## config.mk

```make
export PLATFORM = sky130hd
export DESIGN_NAME = alarm_monitor_logic
export DESIGN_NICKNAME = d
export VERILOG_FILES = /design/src/inc/alarm_pkg.sv /design/src/rtl/alarm_qualifier.sv /design/src/rtl/alarm_monitor_logic.sv
export SDC_FILE = /design/constraint.sdc
export NUM_CORES = 2
export LEC_CHECK = 0
export BUFFER_PORTS_ARGS = -buffer_cell sky130_fd_sc_hd__buf_2
export CAP_MARGIN = 20
export CORE_MARGIN = 2
export CORE_UTILIZATION = 50
export CTS_BUF_LIST = sky130_fd_sc_hd__clkbuf_4 sky130_fd_sc_hd__clkbuf_8
export DETAILED_ROUTE_END_ITERATION = 16
export PLACE_DENSITY = 0.69
export SYNTH_ARGS = -nofsm -noshare
export SYNTH_HDL_FRONTEND = slang
export SYNTH_SLANG_ARGS = --single-unit
```

## constraint.sdc

```tcl
create_clock -name mclk -period 4.3 [get_ports mclk]
set_input_delay 0.645 -clock mclk [delete_from_list [all_inputs] [get_ports mclk]]
set_output_delay 0.645 -clock mclk [all_outputs]
set_load 0.02 [all_outputs]
```

## src/inc/alarm_pkg.sv

```systemverilog
// Purpose: shared constants for the alarm qualification block
// Assumes: 200 MHz mclk, 32-bit AXI4-Lite register port
// Notes:   temperatures are signed results in eighths of a degree
package alarm_pkg;

  // sources: 0..3 analog inputs, 4..6 remote diode one, remote diode two, local sensor
  localparam int NUM_AN   = 4;
  localparam int NUM_TEMP = 3;
  localparam int NUM_SRC  = 7;
  localparam int SRC_W    = 3;
  localparam int DATA_W   = 13;
  localparam int HYS_W    = 7;
  localparam int THYS_W   = 5;
  localparam int QHYS_W   = 14;
  localparam int CNT_W    = 9;
  localparam int STAT_W   = 11;
  localparam int ADDR_W   = 12;
  localparam int PWR_W    = 16;
  localparam int LOCAL_SRC = 6;

  // register byte offsets
  localparam logic [11:0] OFS_STATUS   = 12'h000;
  localparam logic [11:0] OFS_CTRL     = 12'h004;
  localparam logic [11:0] OFS_CFG1     = 12'h008;
  localparam logic [11:0] OFS_GLOBAL   = 12'h00c;
  localparam logic [11:0] OFS_SWRST    = 12'h010;
  localparam logic [11:0] OFS_PWR      = 12'h014;
  localparam logic [11:0] OFS_HI_BASE  = 12'h040;
  localparam logic [11:0] OFS_LO_BASE  = 12'h060;
  localparam logic [11:0] OFS_HYS_BASE = 12'h080;
  localparam logic [11:0] OFS_STRIDE   = 12'h004;

  // field positions
  localparam int CTRL_LATCH_DIS_BIT = 16;
  localparam int CFG_AN_CNT_LSB     = 0;
  localparam int CFG_TEMP_CNT_LSB   = 4;
  localparam int ST_UPPER_TEMP_LSB  = 4;
  localparam int ST_LOWER_TEMP_LSB  = 7;
  localparam int ST_OVERTEMP_BIT    = 10;

  // reset values
  localparam logic [2:0]        AN_CNT_DEF   = 3'h3;
  localparam logic [1:0]        TEMP_CNT_DEF = 2'h2;
  localparam logic [STAT_W-1:0] ENABLE_DEF   = 11'h000;
  localparam logic [PWR_W-1:0]  PWR_DEF      = 16'h0000;
  localparam logic [DATA_W-1:0] AN_HI_DEF    = 13'h0fff;
  localparam logic [DATA_W-1:0] AN_LO_DEF    = 13'h0000;
  localparam logic [DATA_W-1:0] TEMP_HI_DEF  = 13'h0fff;
  localparam logic [DATA_W-1:0] TEMP_LO_DEF  = 13'h1000;
  localparam logic [HYS_W-1:0]  HYS_DEF      = 7'h00;
  localparam logic [15:0]       SWRST_KEY    = 16'h6600;

  // temperature scaling and die overtemperature limit
  localparam int TEMP_FRAC_BITS = 3;
  localparam int OT_LIMIT_DEG   = 150;
  localparam int OT_HYS_DEG     = 8;
  localparam logic [DATA_W-1:0] OT_LIMIT_Q = 13'(OT_LIMIT_DEG << TEMP_FRAC_BITS);
  localparam logic [QHYS_W-1:0] OT_HYS_Q   = 14'(OT_HYS_DEG << TEMP_FRAC_BITS);

  // timing
  localparam int CLK_PERIOD_PS = 5000;
  localparam int SRST_BUSY_NS  = 1000;
  localparam int SRST_CYCLES   = (SRST_BUSY_NS * 1000 + CLK_PERIOD_PS - 1) / CLK_PERIOD_PS;
  localparam int HOST_WAIT_US  = 30;
  localparam int SRST_W        = 8;

  // bus answers
  localparam logic [1:0] RESP_OKAY   = 2'h0;
  localparam logic [1:0] RESP_SLVERR = 2'h2;

  function automatic logic [CNT_W-1:0] an_count(input logic [2:0] sel);
    // shift amount widened so that select 7 reaches 256 instead of wrapping to 0
    an_count = (sel == 3'h0) ? 9'h001 : 9'(9'h001 << ({1'b0, sel} + 4'h1));
  endfunction

  function automatic logic [CNT_W-1:0] temp_count(input logic [1:0] sel);
    temp_count = 9'(9'h001 << sel);
  endfunction

endpackage

```

## src/rtl/alarm_qualifier.sv

```systemverilog
// Purpose: window check, consecutive-count filter and hysteresis for one source
// Assumes: sample_valid is a one-cycle strobe per finished conversion
// Notes:   upper and lower alarms share one out-of-range counter
`timescale 1ns/1ps
`default_nettype none
module alarm_qualifier
  import alarm_pkg::*;
(
  // clock and reset
  input  wire logic                     mclk,
  input  wire logic                     rst_n,
  // conversion
  input  wire logic                     sample_valid,
  input  wire logic signed [DATA_W-1:0] sample,
  // settings
  input  wire logic signed [DATA_W-1:0] hi_thr,
  input  wire logic signed [DATA_W-1:0] lo_thr,
  input  wire logic [QHYS_W-1:0]        hys,
  input  wire logic [CNT_W-1:0]         n_target,
  // conditions
  output logic                          upper_active,
  output logic                          lower_active
);

  localparam int EW = DATA_W + 3;

  logic [CNT_W-1:0]   cnt_reg;
  logic [CNT_W-1:0]   cnt_next;
  logic [CNT_W:0]     cnt_inc;
  logic               upper_next;
  logic               lower_next;
  logic signed [EW-1:0] s_e;
  logic signed [EW-1:0] hi_e;
  logic signed [EW-1:0] lo_e;
  logic signed [EW-1:0] hys_e;
  logic               above;
  logic               below;

  assign s_e   = EW'(sample);
  assign hi_e  = EW'(hi_thr);
  assign lo_e  = EW'(lo_thr);
  assign hys_e = $signed({2'b00, hys});
  assign above = s_e > hi_e;
  assign below = s_e < lo_e;
  assign cnt_inc = {1'b0, cnt_reg} + 10'h001;

  always_comb
  begin
    cnt_next   = cnt_reg;
    upper_next = upper_active;
    lower_next = lower_active;
    if (sample_valid)
    begin
      if (above || below)
      begin
        if (cnt_reg < n_target)
          cnt_next = cnt_inc[CNT_W-1:0];
        if (cnt_inc >= {1'b0, n_target})
        begin
          upper_next = upper_active | above;
          lower_next = lower_active | below;
        end
      end
      else
        cnt_next = '0;
      if (upper_active && (s_e <= hi_e - hys_e))
        upper_next = 1'b0;
      if (lower_active && (s_e >= lo_e + hys_e))
        lower_next = 1'b0;
    end
  end

  always_ff @(posedge mclk)
  begin
    if (!rst_n)
    begin
      cnt_reg      <= '0;
      upper_active <= 1'b0;
      lower_active <= 1'b0;
    end
    else
    begin
      cnt_reg      <= cnt_next;
      upper_active <= upper_next;
      lower_active <= lower_next;
    end
  end

endmodule
`default_nettype wire

```

## src/rtl/alarm_monitor_logic.sv

```systemverilog
// Purpose: alarm status, alarm pin and reset handling of the monitor
// Assumes: conversion results arrive on mclk; host on AXI4-Lite
// Notes:   soft reset blocks the bus for SRST_CYCLES
// Contract
// - alarm pin is open drain, low active
// - enable bits gate pin, status still set
// - latched bit holds until resolved and read
// - status read clears latched bits; persisting alarms reassert
// - any reset clears status bits
// - unlatched bits follow their condition
// - clear only past hysteresis margin
// - per-source hysteresis, 127 LSB or 31 degrees
// - die overtemperature uses fixed 8 degrees
// - set only after N consecutive out-of-range
// - analog count select gives N, default 16
// - temperature count select gives N, default 4
// - reset pin holds all registers at default
// - soft reset register restores defaults
// - bus blocked while reset in progress
// - global flag ORs bits; pin ORs enabled bits
// - analog window from high and low thresholds
`timescale 1ns/1ps
`default_nettype none
module alarm_monitor_logic
  import alarm_pkg::*;
#(
  parameter bit FOUR_WIRE = 1'b0
)
(
  // clock and reset
  input  wire logic                     mclk,
  input  wire logic                     rst_n,
  // register port
  input  wire logic [ADDR_W-1:0]        s_axi_awaddr,
  input  wire logic                     s_axi_awvalid,
  output logic                          s_axi_awready,
  input  wire logic [31:0]              s_axi_wdata,
  input  wire logic [3:0]               s_axi_wstrb,
  input  wire logic                     s_axi_wvalid,
  output logic                          s_axi_wready,
  output logic [1:0]                    s_axi_bresp,
  output logic                          s_axi_bvalid,
  input  wire logic                     s_axi_bready,
  input  wire logic [ADDR_W-1:0]        s_axi_araddr,
  input  wire logic                     s_axi_arvalid,
  output logic                          s_axi_arready,
  output logic [31:0]                   s_axi_rdata,
  output logic [1:0]                    s_axi_rresp,
  output logic                          s_axi_rvalid,
  input  wire logic                     s_axi_rready,
  // conversion results
  input  wire logic                     res_valid,
  input  wire logic [SRC_W-1:0]         res_src,
  input  wire logic signed [DATA_W-1:0] res_data,
  // alarm pin and power control
  output logic                          alarm_o,
  output logic                          alarm_oe,
  output logic [PWR_W-1:0]              power_down_ctrl
);

  ////////////////////////////////////////////////////////////////////////////
  // state
  logic [ADDR_W-1:0]        awaddr_reg, awaddr_next, araddr_w;
  logic                     aw_held_reg, aw_held_next, w_held_reg, w_held_next;
  logic [31:0]              wdata_reg, wdata_next;
  logic [3:0]               wstrb_reg, wstrb_next;
  logic                     awready_next, wready_next, arready_next;
  logic                     bvalid_next, rvalid_next;
  logic [1:0]               bresp_next, rresp_next;
  logic [31:0]              rdata_next;
  logic                     do_write, rd_take, st_read;
  logic [SRST_W-1:0]        srst_reg, srst_next;
  logic                     busy_reg, cfg_clear, qual_rst_n;
  logic [STAT_W-1:0]        enable_reg, enable_next;
  logic                     latch_dis_reg, latch_dis_next;
  logic [2:0]               an_sel_reg, an_sel_next;
  logic [1:0]               temp_sel_reg, temp_sel_next;
  logic [PWR_W-1:0]         pwr_next;
  logic signed [DATA_W-1:0] hi_reg [NUM_SRC];
  logic signed [DATA_W-1:0] hi_next [NUM_SRC];
  logic signed [DATA_W-1:0] lo_reg [NUM_SRC];
  logic signed [DATA_W-1:0] lo_next [NUM_SRC];
  logic [HYS_W-1:0]         hys_reg [NUM_SRC];
  logic [HYS_W-1:0]         hys_next [NUM_SRC];
  logic [STAT_W-1:0]        status_reg, status_next, cond, upd;
  logic                     global_reg, global_next, alarm_oe_next;
  logic [NUM_SRC-1:0]       up_act, lo_act, src_hit;
  logic                     ot_act;
  logic [NUM_SRC-1:0]       hit_reg;
  logic [31:0]              wr_val;

  function automatic logic [31:0] merge(input logic [31:0] old, input logic [31:0] nw,
                                        input logic [3:0] strb);
    for (int b = 0; b < 4; b++)
      merge[8*b +: 8] = strb[b] ? nw[8*b +: 8] : old[8*b +: 8];
  endfunction

  function automatic logic [ADDR_W-1:0] slot(input logic [ADDR_W-1:0] base, input int i);
    slot = base + ADDR_W'(i * 4);
  endfunction

  assign busy_reg   = srst_reg != '0;
  assign cfg_clear  = !rst_n || busy_reg;
  assign qual_rst_n = !cfg_clear;
  assign araddr_w   = s_axi_araddr;

  ////////////////////////////////////////////////////////////////////////////
  // qualification per source
  genvar g;
  generate
    for (g = 0; g < NUM_SRC; g++)
    begin : g_src
      logic [QHYS_W-1:0] hys_q;
      logic [CNT_W-1:0]  n_q;
      if (g < NUM_AN)
      begin : g_an
        assign hys_q = QHYS_W'(hys_reg[g]);
        assign n_q   = an_count(an_sel_reg);
      end
      else
      begin : g_tmp
        assign hys_q = QHYS_W'({hys_reg[g][THYS_W-1:0], 3'h0});
        assign n_q   = temp_count(temp_sel_reg);
      end
      assign src_hit[g] = res_valid && (res_src == SRC_W'(g));
      alarm_qualifier u_qual (
        .mclk         (mclk),
        .rst_n        (qual_rst_n),
        .sample_valid (src_hit[g]),
        .sample       (res_data),
        .hi_thr       (hi_reg[g]),
        .lo_thr       (lo_reg[g]),
        .hys          (hys_q),
        .n_target     (n_q),
        .upper_active (up_act[g]),
        .lower_active (lo_act[g])
      );
    end
  endgenerate

  alarm_qualifier u_overtemp (
    .mclk         (mclk),
    .rst_n        (qual_rst_n),
    .sample_valid (src_hit[LOCAL_SRC]),
    .sample       (res_data),
    .hi_thr       (OT_LIMIT_Q),
    .lo_thr       (TEMP_LO_DEF),
    .hys          (OT_HYS_Q),
    .n_target     (CNT_W'(1)),
    .upper_active (ot_act),
    .lower_active ()
  );

  ////////////////////////////////////////////////////////////////////////////
  // status, global flag and pin
  always_comb
  begin
    cond = '0;
    upd  = '0;
    for (int i = 0; i < NUM_AN; i++)
    begin
      cond[i] = up_act[i] | lo_act[i];
      upd[i]  = hit_reg[i];
    end
    for (int t = 0; t < NUM_TEMP; t++)
    begin
      cond[ST_UPPER_TEMP_LSB + t] = up_act[NUM_AN + t];
      cond[ST_LOWER_TEMP_LSB + t] = lo_act[NUM_AN + t];
      upd[ST_UPPER_TEMP_LSB + t]  = hit_reg[NUM_AN + t];
      upd[ST_LOWER_TEMP_LSB + t]  = hit_reg[NUM_AN + t];
    end
    cond[ST_OVERTEMP_BIT] = ot_act;
    upd[ST_OVERTEMP_BIT]  = hit_reg[LOCAL_SRC];
    if (latch_dis_reg)
      status_next = cond;
    else
      status_next = (status_reg & ~{STAT_W{st_read}}) | (cond & upd);
    global_next   = |status_reg;
    alarm_oe_next = |(status_reg & enable_reg);
  end

  ////////////////////////////////////////////////////////////////////////////
  // register writes and soft reset
  always_comb
  begin
    enable_next    = enable_reg;
    latch_dis_next = latch_dis_reg;
    an_sel_next    = an_sel_reg;
    temp_sel_next  = temp_sel_reg;
    pwr_next       = power_down_ctrl;
    hi_next        = hi_reg;
    lo_next        = lo_reg;
    hys_next       = hys_reg;
    srst_next      = busy_reg ? srst_reg - SRST_W'(1) : srst_reg;
    wr_val         = 32'h0000_0000;
    if (do_write)
    begin
      if (awaddr_reg == OFS_CTRL)
      begin
        wr_val         = merge({15'h0, latch_dis_reg, 5'h0, enable_reg}, wdata_reg, wstrb_reg);
        enable_next    = wr_val[STAT_W-1:0];
        latch_dis_next = wr_val[CTRL_LATCH_DIS_BIT];
      end
      if (awaddr_reg == OFS_CFG1)
      begin
        wr_val        = merge({26'h0, temp_sel_reg, 1'b0, an_sel_reg}, wdata_reg, wstrb_reg);
        an_sel_next   = wr_val[CFG_AN_CNT_LSB +: 3];
        temp_sel_next = wr_val[CFG_TEMP_CNT_LSB +: 2];
      end
      if (awaddr_reg == OFS_PWR)
      begin
        wr_val   = merge({16'h0, power_down_ctrl}, wdata_reg, wstrb_reg);
        pwr_next = wr_val[PWR_W-1:0];
      end
      if (awaddr_reg == OFS_SWRST && (!FOUR_WIRE || wdata_reg[15:0] == SWRST_KEY))
        srst_next = SRST_W'(SRST_CYCLES);
      for (int i = 0; i < NUM_SRC; i++)
      begin
        if (awaddr_reg == slot(OFS_HI_BASE, i))
          hi_next[i] = DATA_W'(merge(32'(hi_reg[i]), wdata_reg, wstrb_reg));
        if (awaddr_reg == slot(OFS_LO_BASE, i))
          lo_next[i] = DATA_W'(merge(32'(lo_reg[i]), wdata_reg, wstrb_reg));
        if (awaddr_reg == slot(OFS_HYS_BASE, i))
          hys_next[i] = HYS_W'(merge(32'(hys_reg[i]), wdata_reg, wstrb_reg));
      end
    end
  end

  always_ff @(posedge mclk)
  begin
    if (!rst_n)
      srst_reg <= '0;
    else
      srst_reg <= srst_next;
    if (cfg_clear)
    begin
      enable_reg      <= ENABLE_DEF;
      latch_dis_reg   <= 1'b0;
      an_sel_reg      <= AN_CNT_DEF;
      temp_sel_reg    <= TEMP_CNT_DEF;
      power_down_ctrl <= PWR_DEF;
      status_reg      <= '0;
      global_reg      <= 1'b0;
      alarm_oe        <= 1'b0;
      hit_reg         <= '0;
      for (int i = 0; i < NUM_SRC; i++)
      begin
        hi_reg[i]  <= (i < NUM_AN) ? AN_HI_DEF : TEMP_HI_DEF;
        lo_reg[i]  <= (i < NUM_AN) ? AN_LO_DEF : TEMP_LO_DEF;
        hys_reg[i] <= HYS_DEF;
      end
    end
    else
    begin
      enable_reg      <= enable_next;
      latch_dis_reg   <= latch_dis_next;
      an_sel_reg      <= an_sel_next;
      temp_sel_reg    <= temp_sel_next;
      power_down_ctrl <= pwr_next;
      status_reg      <= status_next;
      global_reg      <= global_next;
      alarm_oe        <= alarm_oe_next;
      // conversion marker delayed to meet the qualifier's updated condition
      hit_reg         <= src_hit;
      hi_reg          <= hi_next;
      lo_reg          <= lo_next;
      hys_reg         <= hys_next;
    end
  end

  ////////////////////////////////////////////////////////////////////////////
  // AXI4-Lite slave
  function automatic logic mapped(input logic [ADDR_W-1:0] a);
    mapped = (a == OFS_STATUS) || (a == OFS_CTRL) || (a == OFS_CFG1) || (a == OFS_GLOBAL)
          || (a == OFS_SWRST) || (a == OFS_PWR);
    for (int i = 0; i < NUM_SRC; i++)
      mapped = mapped || a == slot(OFS_HI_BASE, i) || a == slot(OFS_LO_BASE, i)
                      || a == slot(OFS_HYS_BASE, i);
  endfunction

  assign do_write = aw_held_reg && w_held_reg && !s_axi_bvalid;
  assign rd_take  = s_axi_arvalid && s_axi_arready;
  assign st_read  = rd_take && araddr_w == OFS_STATUS;

  always_comb
  begin
    aw_held_next = aw_held_reg;
    awaddr_next  = awaddr_reg;
    w_held_next  = w_held_reg;
    wdata_next   = wdata_reg;
    wstrb_next   = wstrb_reg;
    bvalid_next  = s_axi_bvalid;
    bresp_next   = s_axi_bresp;
    rvalid_next  = s_axi_rvalid;
    rresp_next   = s_axi_rresp;
    rdata_next   = s_axi_rdata;
    if (s_axi_awvalid && s_axi_awready)
    begin
      aw_held_next = 1'b1;
      awaddr_next  = {s_axi_awaddr[ADDR_W-1:2], 2'b00};
    end
    if (s_axi_wvalid && s_axi_wready)
    begin
      w_held_next = 1'b1;
      wdata_next  = s_axi_wdata;
      wstrb_next  = s_axi_wstrb;
    end
    if (s_axi_bvalid && s_axi_bready)
      bvalid_next = 1'b0;
    if (do_write)
    begin
      aw_held_next = 1'b0;
      w_held_next  = 1'b0;
      bvalid_next  = 1'b1;
      bresp_next   = mapped(awaddr_reg) ? RESP_OKAY : RESP_SLVERR;
    end
    if (s_axi_rvalid && s_axi_rready)
      rvalid_next = 1'b0;
    if (rd_take)
    begin
      rvalid_next = 1'b1;
      rresp_next  = mapped({araddr_w[ADDR_W-1:2], 2'b00}) ? RESP_OKAY : RESP_SLVERR;
      rdata_next  = 32'h0000_0000;
      case ({araddr_w[ADDR_W-1:2], 2'b00})
        OFS_STATUS: rdata_next = 32'(status_reg);
        OFS_CTRL:   rdata_next = {15'h0, latch_dis_reg, 5'h0, enable_reg};
        OFS_CFG1:   rdata_next = {26'h0, temp_sel_reg, 1'b0, an_sel_reg};
        OFS_GLOBAL: rdata_next = {31'h0, global_reg};
        OFS_PWR:    rdata_next = {16'h0, power_down_ctrl};
        default:
        begin
          for (int i = 0; i < NUM_SRC; i++)
          begin
            if ({araddr_w[ADDR_W-1:2], 2'b00} == slot(OFS_HI_BASE, i))
              rdata_next = 32'(hi_reg[i]);
            if ({araddr_w[ADDR_W-1:2], 2'b00} == slot(OFS_LO_BASE, i))
              rdata_next = 32'(lo_reg[i]);
            if ({araddr_w[ADDR_W-1:2], 2'b00} == slot(OFS_HYS_BASE, i))
              rdata_next = 32'(hys_reg[i]);
          end
        end
      endcase
    end
    // blocked while a reset runs
    awready_next = !aw_held_next && !bvalid_next && srst_next == '0;
    wready_next  = !w_held_next && !bvalid_next && srst_next == '0;
    arready_next = !rvalid_next && srst_next == '0;
  end

  always_ff @(posedge mclk)
  begin
    if (!rst_n)
    begin
      aw_held_reg   <= 1'b0;
      awaddr_reg    <= '0;
      w_held_reg    <= 1'b0;
      wdata_reg     <= '0;
      wstrb_reg     <= '0;
      s_axi_awready <= 1'b0;
      s_axi_wready  <= 1'b0;
      s_axi_arready <= 1'b0;
      s_axi_bvalid  <= 1'b0;
      s_axi_bresp   <= RESP_OKAY;
      s_axi_rvalid  <= 1'b0;
      s_axi_rresp   <= RESP_OKAY;
      s_axi_rdata   <= '0;
      alarm_o       <= 1'b0;
    end
    else
    begin
      aw_held_reg   <= aw_held_next;
      awaddr_reg    <= awaddr_next;
      w_held_reg    <= w_held_next;
      wdata_reg     <= wdata_next;
      wstrb_reg     <= wstrb_next;
      s_axi_awready <= awready_next;
      s_axi_wready  <= wready_next;
      s_axi_arready <= arready_next;
      s_axi_bvalid  <= bvalid_next;
      s_axi_bresp   <= bresp_next;
      s_axi_rvalid  <= rvalid_next;
      s_axi_rresp   <= rresp_next;
      s_axi_rdata   <= rdata_next;
      alarm_o       <= 1'b0;
    end
  end

endmodule
`default_nettype wire

```

# Word-level counts from Yosys, hierarchy flattened
# Cells that the tools add are included.
[totals] register_bits=452 in_bits=84 output_inout_bits=59 elab_cells=549
[op_classes] add_sub_neg=24 magnitude_cmp=47 n_eq_ne=66 n_shift=2 n_mux=98 n_bitwise=24 n_reduce_logical=205
[op_table] cell="two-way mux 32 bit" count=21
[op_table] cell="== test 10 x 5 -> 1 bit (second input constant)" count=28
[op_table] cell="AND reduction 3 bit" count=56
[op_table] cell="one-hot mux 32 bit (5 select lines)" count=1
[op_table] cell="two-way mux 9 bit" count=17
[op_table] cell="== test 10 x 6 -> 1 bit (second input constant)" count=14
[op_table] cell=">= comparator 13 x 14 -> 1 bit" count=7
[op_table] cell="less-or-equal comparator 13 x 14 -> 1 bit" count=7
[op_table] cell="greater-than comparator 13 bit" count=7
[op_table] cell="< comparator 13 bit" count=7
[op_table] cell="adder 9 x 1 -> 10 bit (second input constant)" count=8
[op_table] cell=">= comparator 10 x 9 -> 1 bit" count=7
[op_table] cell="< comparator 9 bit" count=7
[op_table] cell="logical OR 1 bit" count=61
[op_table] cell="nonzero test 2 bit" count=30
[op_table] cell="adder 13 x 8 -> 14 bit" count=4
[op_table] cell="subtractor 13 x 8 -> 14 bit" count=4
[op_table] cell="two-way mux 1 bit" count=53
[op_table] cell="adder 13 x 9 -> 14 bit" count=3
[op_table] cell="subtractor 13 x 9 -> 14 bit" count=3
[op_table] cell="== test 10 x 2 -> 1 bit (second input constant)" count=4
[op_table] cell="== test 10 x 3 -> 1 bit (second input constant)" count=4
[op_table] cell="logical AND 1 bit" count=35
[op_table] cell="bitwise AND 11 bit" count=3
[op_table] cell="28 further kinds" count=75

# Depth between registers and ports, before layout
[depth] ltp_word=28 mapped_depth=21 mapped_depth_nobuf=21

# Cells and area by module
# A second synthesis with hierarchy kept.
[hier_totals] cells_unflattened=5927 area_unflattened_um2=46437.0
[modules_own_cells] mod="alarm_monitor_logic" n_inst=1 cells_per_inst=2040 area_per_inst_um2=16219.3 seq_area_each_um2=6986.7
[modules_own_cells] mod="alarm_qualifier at g_src[3].u_qual ..." n_inst=4 cells_per_inst=478 area_per_inst_um2=3728.6 seq_area_each_um2=220.2
[modules_own_cells] mod="alarm_qualifier at g_src[1].u_qual ..." n_inst=2 cells_per_inst=507 area_per_inst_um2=4006.3 seq_area_each_um2=220.2
[modules_own_cells] mod="alarm_qualifier at u_overtemp" n_inst=1 cells_per_inst=483 area_per_inst_um2=3651.0 seq_area_each_um2=220.2
[modules_own_cells] mod="alarm_qualifier at g_src[0].u_qual" n_inst=1 cells_per_inst=478 area_per_inst_um2=3639.7 seq_area_each_um2=220.2

# Least setup slack after synthesis
# OpenSTA, ideal clock, no wires.
[synth_timing] path_kind="register to register" startpoint="register hys_reg (netlist bit g_src[3].hys_q[1])" endpoint="register g_src[3].u_qual.upper_active" setup_time_ns=0.132 arrival_ns=3.354 t_required_ns=4.168 slack_ns=0.813 path_stages_with_launch=17 path_buffers=0 synth_period_minus_slack_ns=3.487 path_cell_list="dfxtp_1 -> inv_1 -> fa_1 -> a21o_1 -> a21oi_1 -> nor2b_1 -> o21a_1 -> o21a_1 -> nor3_1 -> xnor2_1 -> ha_1 -> a21o_1 -> a2111oi_0 -> a21oi_1 -> or3_1 -> nand3_1 -> a21oi_1"
[synth_between] elab_chain_len=5 elab_cells_between_ends=7 cone_classes="add/sub: 1; order compare: 1; mux: 1; reduce/logical: 4"
[synth_lines] element="start, declared" line_no="alarm_monitor_logic.sv:83" source="logic [HYS_W-1:0] hys_reg [NUM_SRC];"
[synth_lines] element="start signal, assigned" line_no="alarm_monitor_logic.sv:267" source="hys_reg <= hys_next;"
[synth_lines] element="subtractor 13 x 8 -> 14 bit *" line_no="alarm_qualifier.sv:66" source="if (upper_active && (s_e <= hi_e - hys_e))"
[synth_lines] element="less-or-equal comparator 13 x 14 -> 1 bit *" line_no="alarm_qualifier.sv:66"
[synth_lines] element="logical AND 1 bit *" line_no="alarm_qualifier.sv:66"
[synth_lines] element="nonzero test 2 bit (no source line)"
[synth_lines] element="AND reduction 3 bit (no source line)"
[synth_lines] element="end signal, assigned" line_no="alarm_qualifier.sv:84" source="upper_active <= upper_next;"
[synth_lines] element="end, declared" line_no="alarm_qualifier.sv:21" source="output logic upper_active,"
# Mark *: on every way between the ends. The rest lies on a longest branch, timed or not.
# A chain may end at the register's enable or synchronous reset.

# Final worst setup path
[layout_timing] startpoint="register hys_reg (netlist bit g_src[0].hys_q[0])" endpoint="register g_src[0].u_qual.upper_active"
[layout_between] elab_chain_len=5 elab_cells_between_ends=7 cone_classes="add/sub: 1; order compare: 1; mux: 1; reduce/logical: 4"
[layout_lines] element="subtractor 13 x 8 -> 14 bit *" line_no="alarm_qualifier.sv:66"
[layout_lines] element="less-or-equal comparator 13 x 14 -> 1 bit *" line_no="alarm_qualifier.sv:66"
[layout_lines] element="logical AND 1 bit *" line_no="alarm_qualifier.sv:66"
[layout_lines] element="nonzero test 2 bit (no source line)"
[layout_lines] element="AND reduction 3 bit (no source line)"
[layout_lines] element="end signal, assigned" line_no="alarm_qualifier.sv:84"
[layout_lines] element="end, declared" line_no="alarm_qualifier.sv:21"
# Marked as above.

==> impl_metrics.tcl <==
set metrics [dict create \
    ys_ff_latch 436 \
    post_cts_resized 0 \
    setup_viol 0 \
    highest_layer "met5" \
    cts-root-buf "clkbuf_8" \
    drtIter0Drc 3186 \
    fmax_mhz 256 \
    portBuffers 121 \
    fin_tns_setup_ns 0 \
    start_util_pct 50.7 \
    antenna_found_initial 10 \
    synth_top_family_by_area "simple AND/OR/NAND/NOR gates" \
    hold_depth 3 \
    worstSetupPathDepth 19 \
    cp_slowest_stage_delay_ns 0.50 \
    slew_headroom_pct 10.5 \
    finalClockSkew_ns 0.0483 \
    vias 33896 \
    syn_to_final_growth_pct 10.3 \
    cts_buffers 80 \
    power_density_nw_per_um2 275 \
    synth_compound_area_share_pct 19.7 \
    cp_num_buf_inv 1 \
    synth_area_per_cell_um2 8.00 \
    avgViaCountPerCell 6.18 \
    grt_usage_pct 34.0 \
    drt-total-wl_mm 124 \
    worstHoldStart "s_axi_wdata[14]" \
    hold_viol_final 0 \
    syn_area_um2 34900 \
    worstMarginPinSlew_ns 1.34 \
    cts_sinks 436 \
    fin_crit_ns 3.91 \
    gp_congestion 0.997 \
    synth_edf_count 0 \
    path_delay_family "compound AO/OA/AOI/OAI gates" \
    seq_area_um2 8730 \
    critical_path.startpoint "g_src[0].hys_q[0]$_SDFFE_PP0P_" \
    leakage_nw 16.7 \
    overflow 0 \
    crit_fanout 4 \
    wl_met2_mm 51.2 \
    holdBufCountCts 0 \
    synth_xor_area_share_pct 4.19 \
    wl_per_cell_um 22.6 \
    async_flop_share_pct 0 \
    fillerInstances 6460 \
    final_antenna_net_count 0 \
    rsz0062_at_grt "false" \
    status "finished clean" \
    start_kind "flop" \
    yosys_warnings 0 \
    row_count 96 \
    netlist_instances 4364 \
    yosysSeqAreaShare_pct 25.0 \
    pin_count 143 \
    crit_arrival_ns 4.44 \
    synth_area_leader_cell "dfxtp_1" \
    path_clk_slew_ns 0.06 \
    design_area_um2 38500 \
    period_share_pct 90.8 \
    place_area_um2 36800 \
    htree_levels 3 \
    peakVddDrop_v 0.000418 \
    crit_required_ns 4.83 \
    synth.area.top_cells "dfxtp_1 25%, ha_1 20%, nand2_1 5.0%" \
    grt_first_pass_wirelength_mm 187 \
    synth_top_area_share_pct 25.0 \
    grt_pass1_vias 31452 \
    drcViolationCount 0 \
    cts_tree "yes" \
    drive_gt1_share_pct 9.67 \
    reg2reg_depth 19 \
    hold_path.class "primary input to flop" \
    die_area_um2 72000 \
    nets 5141 \
    grt_max_degree 80 \
    path_cells "ha_1, inv_1, fa_1, nand2_1, nand2_1, a21oi_1, nor2b_1, o21a_1, o21a_1, nor2_1, xnor2_1, ha_1, nand2b_1, a2111o_1, o21ai_0, a221o_1, a31oi_1, o21ai_0, a21oi_1" \
    synthDistinctLibCells 99 \
    first_pass_iters 10 \
    clkLatencyLatePin_ns 0.72 \
    post_cts_buffers 0 \
    reg2reg_from "g_src[0].hys_q[0]$_SDFFE_PP0P_" \
    yosys.area_share.simple_pct 21.3 \
    clockBufferDepth 3 \
    slowest_stage "dfxtp_1" \
    die_h_um 268 \
    synth_top_flop_cell "dfxtp_1" \
    wl_met1_mm 52.2 \
    fin_util_pct 56.0 \
    die_x_um 268 \
    end_kind "flop" \
    multi_input_area_um2 24200 \
    core_area_um2 68800 \
    wl_met3_mm 12.7 \
    slew_violations 0 \
    hpwl_mm 94.3 \
    yosys-mux-area-fraction_pct 3.59 \
    critical_path_class "flop to flop" \
    drv_cap 0 \
    synth-adder-area-share_pct 20.5 \
]
kinds of logic (layout without fill, tap and decap cells):
group | count (synthesis) | after routing
muxes | 125 | 125
xor gates and xnor gates | 167 | 167
other | 1 | 8
buffers and inverters | 497 | 681
adders and majority gates | 564 | 564
and+or+nand+nor | 1527 | 1527
DFF | 436 | 436
AOI/OAI and AO/OA | 1047 | 1047
final timing paths:
| kind | slack (ns) | endpoint |
|---|---|---|
| worst max register to register | 0.39 | g_src[0].u_qual.upper_active$_SDFFE_PP0P_ |
| worst max-delay path | 0.39 | g_src[0].u_qual.upper_active$_SDFFE_PP0P_ |
| worst min register to register | 0.44 | s_axi_wready$_SDFF_PN0_ |
| worst min-delay path | 0.19 | wdata_reg[14]$_SDFFE_PN0P_ |
through the flow:
step | cells | total power, W | hold WS (ns) | setup slack (ns)
final | 5486 | 0.0106 | 0.190 | 0.395
after global routing | 5482 | 0.0109 | 0.186 | 0.0460
after CTS | 5480 | 0.0106 | 0.152 | 0.462
after detailed placement | 5341 | 0.00626 | 0.445 | 0.511
after global placement | 5341 | 0.00624 | 0.443 | 0.465
after floorplan | 4366 | 0.00554 | 0.422 | 0.813
power breakdown:
group          switching [W]  internal, W
logic                0.00142     0.000550
registers           0.000142      0.00413
clock network        0.00195      0.00240
total                0.00351      0.00708
per-layer routing:
| metal | vias up | global-route usage, % |
|---|---|---|
| met5 | - | 0 |
| met1 | 15783 | 45.3 |
| met2 | 1632 | 51.1 |
| met4 | 8 | 18.9 |
| li1 | 16083 | - |
| met3 | 390 | 7.30 |
tightest hold or removal path, cell delays in order:
cell and delay [ns]:
buf_2 0.10, nand2_1 0.04, a21boi_0 0.06
Yosys cell counts, drive strengths merged, types with 17 or more instances:
master and count:
dfxtp 436, buf 67, o221ai 18, nor2 307
a21boi 43, or3 18, o21ai 190, a21oi 326
nand2 466, a22oi 30, xnor2 125, and2 22
nor3 104, nand2b 35, and3 60, or2 17
mux2i 124, o21a 45, a31oi 31, a22o 17
xor2 42, o211ai 57, a2111oi 22, a21o 47
nand3 285, o22ai 27, a211oi 38, nor4 41
inv 316, clkbuf 113, a221oi 30, ha 550
nor2b 63, nand4 52
final cells by class:
cell class / count / area share, %
Antenna cell: 5 / 0.0325
Clock buffer: 121 / 3.97
Clock inverter: 18 / 0.494
Inverter: 317 / 3.09
Multi-Input combinational cell: 3433 / 62.9
Sequential cell: 436 / 22.7
Tap cell: 931 / 3.02
Timing Repair Buffer: 225 / 3.79
layout by cell type, fill, tap and decap left out, drive strengths merged, types with 27 or more instances in the layout:
master,count
nand2b,35
xor2,42
buf,225
nor4,41
o21a,45
a22oi,30
a21boi,43
a21oi,326
inv,319
nand4,52
and3,60
a211oi,38
a31oi,31
a221oi,30
nor3,104
a21o,47
o211ai,57
o22ai,27
o21ai,190
xnor2,125
nor2b,63
nor2,307
dfxtp,436
mux2i,124
clkbuf,121
ha,550
nand2,466
nand3,285
(Power assumes the default switching activity.)
